--- src/lcp_defs.vh ---
/*
 * Constants for the LED channel phase and configuration register block:
 * register numbers, reset values, field positions, frequency codes and
 * two-wire link settings.
 * Assumes it is included by bare name from the block's design files.
 */
`ifndef LCP_DEFS_VH
`define LCP_DEFS_VH

// Register numbers on the two-wire link
`define LCP_REG_BOOST_CONFIG   8'h08
`define LCP_REG_CHANNEL_MASK   8'h09
`define LCP_REG_PHASE_DELAY    8'h0a
`define LCP_REG_ALT_OSC        8'h7f

// Reset values and unmapped read value
`define LCP_RST_BOOST_CONFIG   8'h1f
`define LCP_RST_CHANNEL_MASK   6'h3f
`define LCP_RST_PHASE_DELAY    8'h00
`define LCP_RST_ALT_OSC        8'h00
`define LCP_READ_UNMAPPED      8'h00

// Field positions
`define LCP_CFG_DRIVE_HI       4
`define LCP_CFG_DRIVE_LO       3
`define LCP_CFG_FREQ_BIT       2
`define LCP_CFG_SHORT_BIT      0
`define LCP_PH_EVEN_BIT        7
`define LCP_PH_STEP_HI         6
`define LCP_OSC_SEL_BIT        7

// Channel count and mask read padding
`define LCP_NUM_CH             6
`define LCP_MASK_PAD           2'h0

// Switching frequency codes driven to the boost oscillator
`define LCP_FREQ_1200K         2'h0
`define LCP_FREQ_600K          2'h1
`define LCP_FREQ_800K          2'h2

// Programmed-delay divisor (period / 255 per step)
`define LCP_STEP_DEN           9'h0ff

// Two-wire link: 7-bit device address, value arbitrary
`define LCP_DEV_ADDR           7'h2c
`define LCP_BIT_LAST           3'h7
`define LCP_BIT_FIRST          3'h0

`endif

--- src/lcp_config_regs.v ---
/*
 * LED channel enable, boost configuration, phase delay and alternate
 * oscillator registers, reached by byte write and byte read cycles on a
 * two-wire serial link, plus the per-channel fault latch and the phase
 * delay generator.
 * Assumes SCL and SDA arrive asynchronously as pin levels with an
 * external pull-up; channel faults arrive asynchronously from the sinks.
 */
// Contract
// - Mask bit one enables channel, zero disables
// - Mask bit position equals channel number
// - Mask read zero for disabled or faulted
// - Clear then set mask bit retries channel
// - Mask resets to all six enabled
// - Two-bit field selects gate drive strength
// - Frequency bit: zero 1200 kHz, one 600
// - Bit zero enables string short detection
// - Top phase bit: even spacing period/N
// - Otherwise delay is step times period/255
// - Phase register resets to zero
// - Alternate oscillator select overrides frequency bit
// - Oscillator register resets to zero
// - Configuration resets to full drive, 600k, short
// - Byte write and byte read access
`timescale 1ns/100ps
`default_nettype none
`include "lcp_defs.vh"

module lcp_config_regs (
   input  wire                     clk,
   input  wire                     reset_n,
   input  wire                     sclIn,
   input  wire                     sdaIn,
   output reg                      sdaOut_q,
   output reg                      sdaOe_q,
   input  wire [`LCP_NUM_CH-1:0]   channelFault,
   input  wire                     pwmCycleStart,
   input  wire [15:0]              pwmPeriodCycles,
   output reg  [`LCP_NUM_CH-1:0]   channelEnable_q,
   output reg  [1:0]               boostDriveStrength_q,
   output reg  [1:0]               switchFreqCode_q,
   output reg                      stringShortEnable_q,
   output wire [`LCP_NUM_CH-1:0]   channelPwmStart
);

   localparam [3:0] ST_IDLE     = 4'h0;
   localparam [3:0] ST_ADDR     = 4'h1;
   localparam [3:0] ST_ADDR_ACK = 4'h2;
   localparam [3:0] ST_REG      = 4'h3;
   localparam [3:0] ST_REG_ACK  = 4'h4;
   localparam [3:0] ST_WDAT     = 4'h5;
   localparam [3:0] ST_WDAT_ACK = 4'h6;
   localparam [3:0] ST_RDAT     = 4'h7;
   localparam [3:0] ST_RDAT_ACK = 4'h8;
   localparam [3:0] ST_RDAT_LD  = 4'h9;

   localparam [2:0] SEL_CONFIG = 3'h0;
   localparam [2:0] SEL_MASK   = 3'h1;
   localparam [2:0] SEL_PHASE  = 3'h2;
   localparam [2:0] SEL_OSC    = 3'h3;
   localparam [2:0] SEL_NONE   = 3'h4;

   // Pin synchronisers, three stages each
   reg  [2:0]              sclSync_q;
   reg  [2:0]              sdaSync_q;
   reg                     sclF_q;
   reg                     sdaF_q;
   wire                    sclStable;
   wire                    sdaStable;
   wire                    sclRise;
   wire                    sclFall;
   wire                    startSeen;
   wire                    stopSeen;

   reg  [3:0]              state_q;
   reg  [2:0]              bitCnt_q;
   reg  [7:0]              shift_q;
   reg  [7:0]              ptr_q;
   reg                     readDir_q;
   reg                     ackOn_q;

   reg  [7:0]              config_q;
   reg  [`LCP_NUM_CH-1:0]  mask_q;
   reg  [7:0]              phase_q;
   reg  [7:0]              osc_q;
   reg  [`LCP_NUM_CH-1:0]  faultLatch_q;
   reg  [`LCP_NUM_CH-1:0]  faultLatch_d;
   wire [`LCP_NUM_CH-1:0]  faultSync;
   wire [`LCP_NUM_CH-1:0]  healthy;
   wire [7:0]              byteIn;
   reg  [7:0]              readData;
   reg                     wrStrobe_q;

   // Register number to register selector
   function [2:0] regSel;
      input [7:0] num;
      begin
         case (num)
            `LCP_REG_BOOST_CONFIG: regSel = SEL_CONFIG;
            `LCP_REG_CHANNEL_MASK: regSel = SEL_MASK;
            `LCP_REG_PHASE_DELAY:  regSel = SEL_PHASE;
            `LCP_REG_ALT_OSC:      regSel = SEL_OSC;
            default:               regSel = SEL_NONE;
         endcase
      end
   endfunction

   always @(posedge clk or negedge reset_n) begin
      if (!reset_n) begin
         sclSync_q <= 3'h7;
         sdaSync_q <= 3'h7;
         sclF_q    <= 1'b1;
         sdaF_q    <= 1'b1;
      end else begin
         sclSync_q <= {sclSync_q[1:0], sclIn};
         sdaSync_q <= {sdaSync_q[1:0], sdaIn};
         if (sclStable)
            sclF_q <= sclSync_q[2];
         if (sdaStable)
            sdaF_q <= sdaSync_q[2];
      end
   end

   assign sclStable = (sclSync_q[1] == sclSync_q[2]);
   assign sdaStable = (sdaSync_q[1] == sdaSync_q[2]);
   assign sclRise   = sclStable && sclSync_q[2] && !sclF_q;
   assign sclFall   = sclStable && !sclSync_q[2] && sclF_q;
   assign startSeen = sdaStable && !sdaSync_q[2] && sdaF_q && sclF_q && !sclFall;
   assign stopSeen  = sdaStable && sdaSync_q[2] && !sdaF_q && sclF_q && !sclFall;
   assign byteIn    = {shift_q[6:0], sdaF_q};

   // Channel fault inputs
   genvar g;
   generate
      for (g = 0; g < `LCP_NUM_CH; g = g + 1) begin : gFaultSync
         reg [2:0] s_q;
         always @(posedge clk or negedge reset_n) begin
            if (!reset_n)
               s_q <= 3'h0;
            else
               s_q <= {s_q[1:0], channelFault[g]};
         end
         assign faultSync[g] = s_q[2] & s_q[1];
      end
   endgenerate

   always @* begin
      faultLatch_d = (faultLatch_q | faultSync) & mask_q;
   end

   assign healthy = mask_q & ~faultLatch_q;

   always @* begin
      case (regSel(ptr_q))
         SEL_CONFIG: readData = config_q;
         SEL_MASK:   readData = {`LCP_MASK_PAD, healthy};
         SEL_PHASE:  readData = phase_q;
         SEL_OSC:    readData = osc_q;
         default:    readData = `LCP_READ_UNMAPPED;
      endcase
   end

   // byte write and byte read cycles
   always @(posedge clk or negedge reset_n) begin
      if (!reset_n) begin
         state_q   <= ST_IDLE;
         bitCnt_q  <= `LCP_BIT_FIRST;
         shift_q   <= 8'h0;
         ptr_q     <= 8'h0;
         readDir_q <= 1'b0;
         ackOn_q   <= 1'b0;
         sdaOe_q   <= 1'b0;
         sdaOut_q  <= 1'b0;
         wrStrobe_q <= 1'b0;
      end else begin
         wrStrobe_q <= 1'b0;
         sdaOut_q <= 1'b0;
         if (startSeen) begin
            state_q  <= ST_ADDR;
            bitCnt_q <= `LCP_BIT_FIRST;
            ackOn_q  <= 1'b0;
            sdaOe_q  <= 1'b0;
         end else if (stopSeen) begin
            state_q <= ST_IDLE;
            ackOn_q <= 1'b0;
            sdaOe_q <= 1'b0;
         end else if (sclRise) begin
            case (state_q)
               ST_ADDR, ST_REG, ST_WDAT: begin
                  shift_q  <= byteIn;
                  bitCnt_q <= bitCnt_q + 3'h1;
                  if (bitCnt_q == `LCP_BIT_LAST) begin
                     if (state_q == ST_ADDR) begin
                        readDir_q <= sdaF_q;
                        state_q   <= (shift_q[6:0] == `LCP_DEV_ADDR) ? ST_ADDR_ACK : ST_IDLE;
                     end else if (state_q == ST_REG) begin
                        ptr_q   <= byteIn;
                        state_q <= ST_REG_ACK;
                     end else begin
                        wrStrobe_q <= 1'b1;
                        state_q    <= ST_WDAT_ACK;
                     end
                  end
               end
               ST_RDAT: begin
                  bitCnt_q <= bitCnt_q + 3'h1;
                  if (bitCnt_q == `LCP_BIT_LAST)
                     state_q <= ST_RDAT_ACK;
               end
               ST_RDAT_ACK: begin
                  state_q <= sdaF_q ? ST_IDLE : ST_RDAT_LD;
               end
               default: begin
                  state_q <= state_q;
               end
            endcase
         end else if (sclFall) begin
            case (state_q)
               ST_ADDR_ACK, ST_REG_ACK, ST_WDAT_ACK: begin
                  if (!ackOn_q) begin
                     ackOn_q <= 1'b1;
                     sdaOe_q <= 1'b1;
                  end else begin
                     ackOn_q  <= 1'b0;
                     bitCnt_q <= `LCP_BIT_FIRST;
                     if (state_q == ST_ADDR_ACK && readDir_q) begin
                        state_q <= ST_RDAT;
                        sdaOe_q <= ~readData[7];
                        shift_q <= {readData[6:0], 1'b0};
                     end else begin
                        sdaOe_q <= 1'b0;
                        state_q <= (state_q == ST_ADDR_ACK) ? ST_REG : ST_WDAT;
                     end
                  end
               end
               ST_RDAT: begin
                  sdaOe_q <= ~shift_q[7];
                  shift_q <= {shift_q[6:0], 1'b0};
               end
               ST_RDAT_ACK: begin
                  sdaOe_q <= 1'b0;
               end
               ST_RDAT_LD: begin
                  bitCnt_q <= `LCP_BIT_FIRST;
                  state_q  <= ST_RDAT;
                  sdaOe_q  <= ~readData[7];
                  shift_q  <= {readData[6:0], 1'b0};
               end
               default: begin
                  sdaOe_q <= 1'b0;
               end
            endcase
         end
      end
   end

   // Register file and derived controls
   always @(posedge clk or negedge reset_n) begin
      if (!reset_n) begin
         config_q             <= `LCP_RST_BOOST_CONFIG;
         mask_q               <= `LCP_RST_CHANNEL_MASK;
         phase_q              <= `LCP_RST_PHASE_DELAY;
         osc_q                <= `LCP_RST_ALT_OSC;
         faultLatch_q         <= {`LCP_NUM_CH{1'b0}};
         channelEnable_q      <= {`LCP_NUM_CH{1'b0}};
         boostDriveStrength_q <= 2'h0;
         switchFreqCode_q     <= `LCP_FREQ_1200K;
         stringShortEnable_q  <= 1'b0;
      end else begin
         if (wrStrobe_q) begin
            case (regSel(ptr_q))
               SEL_CONFIG: config_q <= shift_q;
               SEL_MASK:   mask_q   <= shift_q[`LCP_NUM_CH-1:0];
               SEL_PHASE:  phase_q  <= shift_q;
               SEL_OSC:    osc_q    <= shift_q;
               default:    osc_q    <= osc_q;
            endcase
         end
         faultLatch_q    <= faultLatch_d;
         channelEnable_q <= healthy;
         boostDriveStrength_q <= config_q[`LCP_CFG_DRIVE_HI:`LCP_CFG_DRIVE_LO];
         stringShortEnable_q  <= config_q[`LCP_CFG_SHORT_BIT];
         if (osc_q[`LCP_OSC_SEL_BIT])
            switchFreqCode_q <= `LCP_FREQ_800K;
         else if (config_q[`LCP_CFG_FREQ_BIT])
            switchFreqCode_q <= `LCP_FREQ_600K;
         else
            switchFreqCode_q <= `LCP_FREQ_1200K;
      end
   end

   lcp_phase_gen uPhase (
      .clk             (clk),
      .reset_n         (reset_n),
      .pwmCycleStart   (pwmCycleStart),
      .pwmPeriodCycles (pwmPeriodCycles),
      .healthyMask     (healthy),
      .evenSpacing     (phase_q[`LCP_PH_EVEN_BIT]),
      .stepValue       (phase_q[`LCP_PH_STEP_HI:0]),
      .channelStart_q  (channelPwmStart)
   );

endmodule
`default_nettype wire

--- src/lcp_phase_gen.v ---
/*
 * Phase delay generator: on each PWM cycle start, fires a one-cycle start
 * pulse for each enabled channel in channel order, each one computed
 * delay after the previous enabled channel.
 * Assumes pwmCycleStart is a one-cycle pulse on clk and that the period
 * in cycles is steady while a cycle is being sequenced.
 */
`timescale 1ns/100ps
`default_nettype none
`include "lcp_defs.vh"

module lcp_phase_gen (
   input  wire                     clk,
   input  wire                     reset_n,
   input  wire                     pwmCycleStart,
   input  wire [15:0]              pwmPeriodCycles,
   input  wire [`LCP_NUM_CH-1:0]   healthyMask,
   input  wire                     evenSpacing,
   input  wire [6:0]               stepValue,
   output reg  [`LCP_NUM_CH-1:0]   channelStart_q
);

   reg  [27:0]             acc_q;
   reg  [27:0]             target_q;
   reg  [27:0]             delta_q;
   reg  [8:0]              den_q;
   reg  [2:0]              cur_q;
   reg                     running_q;
   reg  [`LCP_NUM_CH-1:0]  order_q;
   wire [2:0]              firstCh;
   wire [2:0]              nextCh;
   wire                    nextValid;

   function [2:0] countOnes;
      input [`LCP_NUM_CH-1:0] m;
      integer i;
      begin
         countOnes = 3'h0;
         for (i = 0; i < `LCP_NUM_CH; i = i + 1)
            countOnes = countOnes + {2'h0, m[i]};
      end
   endfunction

   // Lowest enabled channel at or above a given index; 7 means none
   function [2:0] firstFrom;
      input [`LCP_NUM_CH-1:0] m;
      input [2:0]             from;
      integer i;
      begin
         firstFrom = 3'h7;
         for (i = `LCP_NUM_CH - 1; i >= 0; i = i - 1)
            if (m[i] && (i >= from))
               firstFrom = i[2:0];
      end
   endfunction

   assign firstCh   = firstFrom(healthyMask, 3'h0);
   assign nextCh    = firstFrom(order_q, cur_q + 3'h1);
   assign nextValid = (nextCh != 3'h7);

   always @(posedge clk or negedge reset_n) begin
      if (!reset_n) begin
         acc_q          <= 28'h0;
         target_q       <= 28'h0;
         delta_q        <= 28'h0;
         den_q          <= 9'h0;
         cur_q          <= 3'h0;
         running_q      <= 1'b0;
         order_q        <= {`LCP_NUM_CH{1'b0}};
         channelStart_q <= {`LCP_NUM_CH{1'b0}};
      end else begin
         channelStart_q <= {`LCP_NUM_CH{1'b0}};
         if (pwmCycleStart) begin
            acc_q     <= 28'h0;
            target_q  <= 28'h0;
            cur_q     <= firstCh;
            order_q   <= healthyMask;
            running_q <= (firstCh != 3'h7);
            if (evenSpacing) begin
               den_q   <= {6'h0, countOnes(healthyMask)};
               delta_q <= {12'h0, pwmPeriodCycles};
            end else begin
               den_q   <= `LCP_STEP_DEN;
               delta_q <= {5'h0, {7'h0, pwmPeriodCycles} * {16'h0, stepValue}};
            end
         end else if (running_q) begin
            acc_q <= acc_q + {19'h0, den_q};
            if (acc_q >= target_q) begin
               channelStart_q[cur_q] <= 1'b1;
               target_q              <= target_q + delta_q;
               cur_q                 <= nextCh;
               running_q             <= nextValid;
            end
         end
      end
   end

endmodule
`default_nettype wire

--- config.mk ---
export PLATFORM = sky130hd
export DESIGN_NAME = lcp_config_regs
export DESIGN_NICKNAME = d
export VERILOG_FILES = /design/src/lcp_config_regs.v /design/src/lcp_phase_gen.v
export VERILOG_INCLUDE_DIRS = /design/src
export SDC_FILE = /design/constraint.sdc
export NUM_CORES = 1
export LEC_CHECK = 0
export BUFFER_PORTS_ARGS = -buffer_cell sky130_fd_sc_hd__buf_4
export CORE_UTILIZATION = 64
export DETAILED_ROUTE_END_ITERATION = 12
export PLACE_DENSITY_LB_ADDON = 0.05
export SYNTH_ARGS = -nofsm -noshare
export SYNTH_HDL_FRONTEND = slang
export SYNTH_HIERARCHICAL = 1
export SYNTH_SLANG_ARGS = --single-unit
export TNS_END_PERCENT = 30
--- constraint.sdc ---
create_clock -name clk -period 6.6 [get_ports clk]
set_input_delay 0.33 -clock clk [delete_from_list [all_inputs] [get_ports clk]]
set_output_delay 0.33 -clock clk [all_outputs]
set_load 0.03 [all_outputs]
# Yosys cells after proc, flatten, opt, wreduce, memory -nomap -nowiden
# Cells that the tools add are included.
# classes
mux,83
bitwise,15
n_reduce_logical,52
eq_ne,36
div_mod_pow,0
n_shift,0
addsub,9
n_lt_le_gt_ge,9
n_mul,1
# op_table
operator,n
$mux 28,5
$mux 3,23
$mux 8,6
$mux 4,8
$pmux 8 s4,1
$add 28x28->28,1
$add 28x9->28,1
$ge 28x28->1,1
$eq 8x4->1 const B,3
$mux 1,24
$pmux 8 s3,1
$mul 16x7->23,1
$mux 23,1
$logic_and 1x1->1,20
$mux 6,3
$eq 4x3->1 const B,4
$ne 5x5->1 const B,3
$reduce_and 7->1,2
$add 3x1->3,4
$and 6x6->6,2
$eq 3x2->1 const B,4
$ne 3x3->1 const B,4
$pmux 3 s4,1
$pmux 4 s3,1
42 further kinds,81
# word_totals
mem_count,0
mem_bits_rw,0
rom_bits,0
ff_bits,209
wordCells,240
latch_bits,0
inputBits,27

# Depth between registers and ports, before layout
# Gate-level depths: netlist (run 1).
# depth
ltp_word,13
depth_mapped,19

# Hierarchy
# Netlist (run 1), hierarchy kept.
# modules_own_cells
module,instances,seq_area_each_um2,cells_per_inst,area_per_inst_um2
lcp_phase_gen,1,2477.4,1144,10123.5
lcp_config_regs,1,2526.2,328,4202.8

# Worst setup path after synthesis (run 1)
# Ideal clock, no wire load.
# synth_timing
kind,reg2reg
start,register phase_q[6]
end,register uPhase.delta_q[19]
t_arrival_ps,4930
setup_time_ps,121
path_buffers,1
stages_incl_launch_ff,19
period_less_slack_ps,5051
slack_ps,1549
path_cell_list,dfrtp_1 > clkbuf_1 > nand2_1 > fa_1 > fa_1 > inv_1 > fa_1 > inv_1 > fa_1 > inv_1 > ha_1 > and3_1 > a221o_1 > o211a_1 > o21a_1 > a2111oi_0 > or3_1 > xnor2_1 > a22o_1
# synth_between
elab_chain_len,2
# synth_lines
item,line_no,text
start: declaration,lcp_config_regs.v:84,reg [7:0] phase_q;
start signal: assignment,lcp_config_regs.v:262,phase_q <= `LCP_RST_PHASE_DELAY;
start signal: assignment,lcp_config_regs.v:274,SEL_PHASE: phase_q <= shift_q;
$mul 16x7->23,lcp_phase_gen.v:84,"delta_q <= {5'h0, {7'h0, pwmPeriodCycles} * {16'h0, stepValue}};"
$mux 23,lcp_phase_gen.v:79,if (evenSpacing) begin
end signal: assignment,lcp_phase_gen.v:81,"delta_q <= {12'h0, pwmPeriodCycles};"
end signal: assignment,lcp_phase_gen.v:84,
end: declaration,lcp_phase_gen.v:25,reg [27:0] delta_q;
# Every way passes these cells.
# A chain may end at the register's enable or synchronous reset.

# Worst setup path after layout (run 1)
# Ends and elaborated chain as after synthesis.

==> results of run 1 <==
[report_power, final]
group | leakage (nW) | switching (mW) | internal [mW]
combinational | 4.74 | 0.585 | 0.391
sequential | 2.61 | 0.125 | 1.31
clock | 0.289 | 0.541 | 0.518
total | 7.63 | 1.25 | 2.22
[state kept, by name, summed over array words and instances, names as in the netlist, 2 cells and up]
register               cells
bitCnt_q                   3
boostDriveStrength_q       2
channelEnable_q            6
config_q                   8
faultLatch_q               6
gFaultSync.s_q            18
mask_q                     6
osc_q                      8
phase_q                    8
ptr_q                      8
sclSync_q                  3
sdaSync_q                  3
shift_q                    8
state_q                    4
switchFreqCode_q           2
uPhase/acc_q              28
uPhase/channelStart_q      6
uPhase/cur_q               3
uPhase/delta_q            23
uPhase/den_q               4
uPhase/order_q             6
uPhase/target_q           28
[stage by stage]
stage | instances | setup WS [ns]
6_report | 1796 | 1.16
5_1_grt | 1796 | 0.947
4_1_cts | 1796 | 1.18
3_5_place_dp | 1756 | 1.21
3_3_place_gp | 1756 | 1.30
2_1_floorplan | 1472 | 1.55
[cells in the final DEF, fill, tap and decap left out, types with 11 or more instances in the layout]
cell type | Yosys | layout
a211oi_1 | 12 | 12
a21o_1 | 29 | 29
a21oi_1 | 102 | 102
a22o_1 | 16 | 16
and2_1 | 88 | 88
and3_1 | 14 | 14
buf_4 | 4 | 49
clkbuf_16 | 0 | 17
dfrtp_1 | 180 | 180
dfstp_2 | 19 | 19
fa_1 | 74 | 74
ha_1 | 111 | 111
inv_1 | 139 | 139
mux2_2 | 58 | 58
mux2i_1 | 20 | 20
nand2_1 | 135 | 135
nand3_1 | 23 | 23
nand4_1 | 12 | 12
nor2_1 | 84 | 84
nor2b_1 | 23 | 23
nor3_1 | 22 | 22
o21a_1 | 11 | 11
o21ai_0 | 53 | 53
or3_1 | 18 | 18
xnor2_1 | 32 | 32
xor2_1 | 21 | 21
[Yosys cell counts, types with 19 or more instances]
master    number  area share [%]
a21o_1        29             1.5
a21oi_1      102             3.6
and2_1        88             3.8
clkbuf_1      34            0.89
dfrtp_1      180              31
dfstp_2       19             3.5
fa_1          74              10
ha_1         111             9.7
inv_1        139             3.6
mux2_2        58             4.6
mux2i_1       20             1.4
nand2_1      135             3.5
nand3_1       23            0.80
nor2_1        84             2.2
nor2b_1       23             1.0
nor3_1        22            0.77
o21ai_0       53             1.9
xnor2_1       32             2.0
xor2_1        21             1.3
[worst min-delay path by stage]
stage / slack [ns] / startpoint / to / depth (start not counted)
after floorplan: 0.03 / reset_n / ackOn_q / 0
after global placement: 0.34 / gFaultSync[2].s_q[0] / gFaultSync[2].s_q[1] / 0
after detailed placement: 0.33 / gFaultSync[2].s_q[0] / gFaultSync[2].s_q[1] / 0
after CTS: 0.08 / reset_n / uPhase/channelStart_q[5] / 1
after global routing: 0.13 / reset_n / uPhase/channelStart_q[5] / 1
final: 0.03 / reset_n / uPhase/channelStart_q[1] / 1
[metal layers]
metal	vias to the layer above	global-route usage, %
li1	5160	-
met1	5285	40.6
met2	293	49.5
met3	39	5.15
met4	0	8.51
met5	-	0
[layout make-up]
cell class / instances / share of cell area [%]
tap: 280 / 2.25
sequential: 199 / 32.2
timing repair buffer: 58 / 2.97
multi-input combinational: 1088 / 55.3
clock inverter: 14 / 1.15
clock buffer: 18 / 2.76
inverter: 139 / 3.35
[what timing repair did]
item                      in CTS  in global routing
hold buffers                   8                  0
resized for setup              0                  0
hold endpoints to repair       8                  0
[cell families (layout without fill, tap and decap cells)]
| kind of cell | Yosys count | in the layout | synth area share (%) |
|---|---|---|---|
| other cells | 1 | 1 | 0.0262 |
| compound gates | 303 | 303 | 13.9 |
| fa+ha+maj | 185 | 185 | 20.0 |
| flops | 199 | 199 | 34.9 |
| simple gates | 468 | 468 | 16.9 |
| buf+inv | 185 | 229 | 5.00 |
| xor+xnor | 53 | 53 | 3.24 |
| mux | 78 | 78 | 5.96 |
==> qor.yml, run 1 <==
status: "completed"
power.density_nw_per_um2: 223
drv_cap: 0
wl_met2_um: 16000
synth_area_um2: 14300
post_drt_via_cell_ratio: 6.00
drtAntennaViolNets: 0
grt_usage_pct: 29.9
drive_above_1_share_pct: 11.7
route.detailed.wl_per_inst_um: 18.2
cts_buffers: 17
rsz0062_at_grt: "false"
die_w_um: 152
start_kind: "flip-flop"
insertion_delay_ns: 0.44
setup_tns_ns: 0
r2r-start: "phase_q[6]"
ys_ff_latch: 199
core_area_um2: 21900
drt-total-wl_um: 32800
slew_violations: 0
worst-path-buf-inv: 3
postSynthCellCount: 1472
dp_hpwl_um: 24000
ys_async_sr_fraction_pct: 100
seqCellArea_um2: 5000
drcViolationCount: 0
clock_sinks: 199
path_depth: 17
slowest_delay_ns: 0.70
grt_max_degree: 128
drt_first_pass_iters: 7
synthesis.nets: 1684
ys.flop_type: "dfrtp_1"
syn-mean-instance-area_um2: 9.73
cts_buffer_depth: 2
multi_input_area_um2: 8610
hold_slack_ns: 0.0344
crit_path_end_kind: "flip-flop"
cp_cell_sequence: "nand2_1 -> fa_1 -> fa_1 -> inv_1 -> fa_1 -> inv_1 -> fa_1 -> inv_1 -> ha_1 -> and3_1 -> a221o_1 -> o211a_1 -> o21a_1 -> a2111oi_0 -> or3_1 -> xnor2_1 -> a22o_1"
worstReg2RegEnd: "uPhase/delta_q[19]"
gp_congestion: 0.887
seq_area_frac_synth_pct: 34.9
io_buffer_count: 44
cts_setup_buffers: 0
total_leakage_power_nw: 7.63
vias: 10777
met3_length_um: 1840
wl_met1_um: 14300
startpoint: "phase_q[6]"
min_period_over_period_pct: 82.4
drt_iter0_drc: 693
relSlewSlack_pct: 20.1
cp.required_ns: 6.93
fin_crit_ns: 5.44
tritoncts: "built"
die_height_um: 152
ff2ff_setup_slack_ns: 1.16
worstMarginPinSlew_ns: 1.20
ir_worst_vdd_v: 0.000181
rows: 54
post_dp_cell_area_um2: 14900
fin_area_um2: 15600
crit_slowest_cell: "dfrtp_1"
ys_types: 76
antenna_found_initial: 0
cp_top_family: "adder cells"
overflow: 0
n_fill_cell: 1697
synth_enable_flop_cells: 0
hold_viol: 0
cts-root-buf: "clkbuf_16"
grt_pass1_wl_um: 52900
crit_fanout: 18
cp_common_cell: "fa_1"
io_pins: 46
crit_arrival_ns: 5.77
max_clock_freq_mhz: 184
worstSetupPathType: "flip-flop to flip-flop"
fin_nets: 1715
area_delta_synth_final_pct: 8.56
ctsHtreeMaxLevel: 4
top_layer: "met4"
critPathCapture: "uPhase/delta_q[19]"
min_path_type: "primary input to asynchronous set/reset pin"
fin_skew_ns: 0.0173
grt_pass1_vias: 10402
initial_utilization_pct: 65.4
die_area_um2: 23000
ff2ff_path_depth: 17
finalPower_mw: 3.47
final_util_pct: 71.0
ys_warn_count: 6
diodes: 0
setup_violations: 0
cts.clk_slew.worst_paths_ns: 0.08
No activity file was read; power rests on OpenSTA's default activity.
==> run 2: changes to the inputs <==
- CORE_UTILIZATION: 64 -> 58
- clock period: 6.6 -> 4.95 ns (I/O delays scaled with it)
==> qor.yml, run 2 (synthesis gave the netlist of run 1 again) <==
drt_first_pass_iters: 5  # -2
crit_arrival_ns: 5.16  # -0.61 ns
cts_buffer_depth: 2  # unchanged
worstSetupPathType: "flip-flop to flip-flop"
ir_worst_vdd_v: 0.000315  # +74%
gp_congestion: 0.866  # -2.3%
route.detailed.wl_per_inst_um: 17.2  # -5.5%
slew_violations: 0  # unchanged
post_drt_via_cell_ratio: 5.77  # -3.8%
relSlewSlack_pct: 22.7  # +2.6 points
status: "completed"
max_clock_freq_mhz: 206  # +12%
fin_crit_ns: 4.84  # -0.594 ns
fin_nets: 1743  # +1.6%
multi_input_area_um2: 8750  # +1.7%
holdPathStages: 3
cp.required_ns: 5.26  # -1.67 ns
io_buffer_count: 44  # unchanged
clock_sinks: 199  # unchanged
ctsHtreeMaxLevel: 4  # unchanged
tritoncts: "built"
drtAntennaViolNets: 0  # unchanged
crit_path_end_kind: "flip-flop"
seqCellArea_um2: 5000  # about the same
power.density_nw_per_um2: 290  # +30%
place_inst: 1822  # +3.8%
grt_pass1_vias: 10924  # +5.0%
rows: 57  # +5.6%
final_util_pct: 65.8  # -5.3 points
antenna_found_initial: 0  # unchanged
die_height_um: 159  # +5.0%
drcViolationCount: 0  # unchanged
setup_violations: 0  # unchanged
vias: 10782  # +0.046%
grt_pass1_wl_um: 54400  # +2.9%
dp_hpwl_um: 23100  # -3.7%
insertion_delay_ns: 0.43  # about the same
hold_start: "pwmPeriodCycles[0]"
dp_slack_ns: -0.0103  # -1.22 ns
startpoint: "phase_q[2]"
area_delta_synth_final_pct: 11.3
rsz0062_at_grt: "true"
setup_slack_ns: 0.106  # -1.06 ns
io_pins: 46  # unchanged
grt_max_degree: 109  # -15%
layout_commonest_cell: "dfrtp_1"
start_kind: "flip-flop"
min_period_over_period_pct: 97.9  # +15 points
cts_buffers: 17  # unchanged
drt-total-wl_um: 32200  # -1.7%
final_cell_mix: "dfrtp_1, inv_1, nand2_1"
drv_cap: 0  # unchanged
cts.clk_slew.worst_paths_ns: 0.07  # about the same
diodes: 0  # unchanged
cts-root-buf: "clkbuf_16"
drt_iter0_drc: 631  # -8.9%
finalPower_mw: 4.63  # +33%
fin_skew_ns: 0.0155  # -0.00175 ns
reg.largest.list: "uPhase/acc_q: 28 flops, uPhase/target_q: 28 flops, uPhase/delta_q: 23 flops"
overflow: 0  # unchanged
fin_cells: 1868  # +4.0%
worstMarginPinSlew_ns: 1.16  # -0.0386 ns
n_fill_cell: 1978  # +17%
drive_above_1_share_pct: 15.2  # +3.5 points
die_w_um: 159  # +5.0%
core_area_um2: 24200  # +11%
setup_tns_ns: 0  # unchanged
grt_usage_pct: 26.5  # -3.4 points
total_leakage_power_nw: 7.77  # +1.8%
ff2ff_path_depth: 16  # -1
initial_utilization_pct: 59.1  # -6.4 points
crit_fanout: 4  # -14
hold_viol: 0  # unchanged
min_path_type: "primary input to flip-flop"
die_area_um2: 25300  # +10%
r2r-start: "phase_q[2]"
-- run 2: cell types whose count changed in the layout (fill, tap and decap cells not counted), sizes merged --
cell / before / now
buf: 49 / 76
bufinv: 0 / 1
clkinv: 7 / 5
dlygate4sd3: 8 / 9
inv: 145 / 146
-- run 2: what timing repair did --
| item | 4_1_cts | 5_1_grt |
|---|---|---|
| hold buffers | 9 | 0 |
| resized for setup | 2 | 33 |
| setup endpoints to repair | 2 | 11 |
| cloned | 0 | 1 |
| setup buffers | 0 | 5 |
| pin swaps | 0 | 29 |
| hold endpoints to repair | 101 | 0 |
-- run 2: metrics by stage --
step           hold slack [ns]  area [um^2]
2_1_floorplan          -0.0481        14300
3_3_place_gp             0.333        15100
3_5_place_dp             0.339        15100
4_1_cts                  0.195        15800
5_1_grt                  0.207        15900
6_report                 0.219        15900
-- run 2: metal layers --
layer  GRT usage [%]  routed length, um  share of wire [%]
met2            43.0              15200                 47
met5               0                  0                  0
met3            3.72               1450                4.5
met4            6.29                476                1.5
met1            37.7              15100                 47
-- run 2: final timing paths --
check                                        to  slack [ns]
setup / recovery             uPhase/delta_q[20]        0.11
hold / removal                uPhase/delta_q[0]        0.22
setup reg to reg             uPhase/delta_q[20]        0.11
hold reg to reg            gFaultSync[0].s_q[1]        0.36
max in group asynchronous   uPhase/target_q[10]        3.32
min in group asynchronous     uPhase/order_q[1]        0.48
-- run 2: report_power, final --
| group | internal (mW) | switching, mW |
|---|---|---|
| combinational | 0.547 | 0.782 |
| clock | 0.719 | 0.664 |
| sequential | 1.75 | 0.167 |
-- run 2: worst max-delay path, cell delays in order, from the launching register on --
cell	delay [ns]
dfrtp_1	0.42
and2_1	0.17
fa_1	0.51
fa_1	0.52
fa_1	0.55
inv_1	0.06
fa_1	0.52
inv_1	0.04
ha_1	0.23
or3_4	0.41
o21bai_4	0.18
a21oi_2	0.20
o21ai_2	0.10
o21ai_2	0.16
a21oi_2	0.08
or3_1	0.35
a32o_1	0.25
-- run 2: area by class of cell --
cell class | count | share of cell area, %
clock inverter | 14 | 0.996
multi-input combinational | 1088 | 54.9
sequential | 199 | 31.4
inverter | 139 | 3.27
timing repair buffer | 86 | 4.24
tap | 324 | 2.54
clock buffer | 18 | 2.69
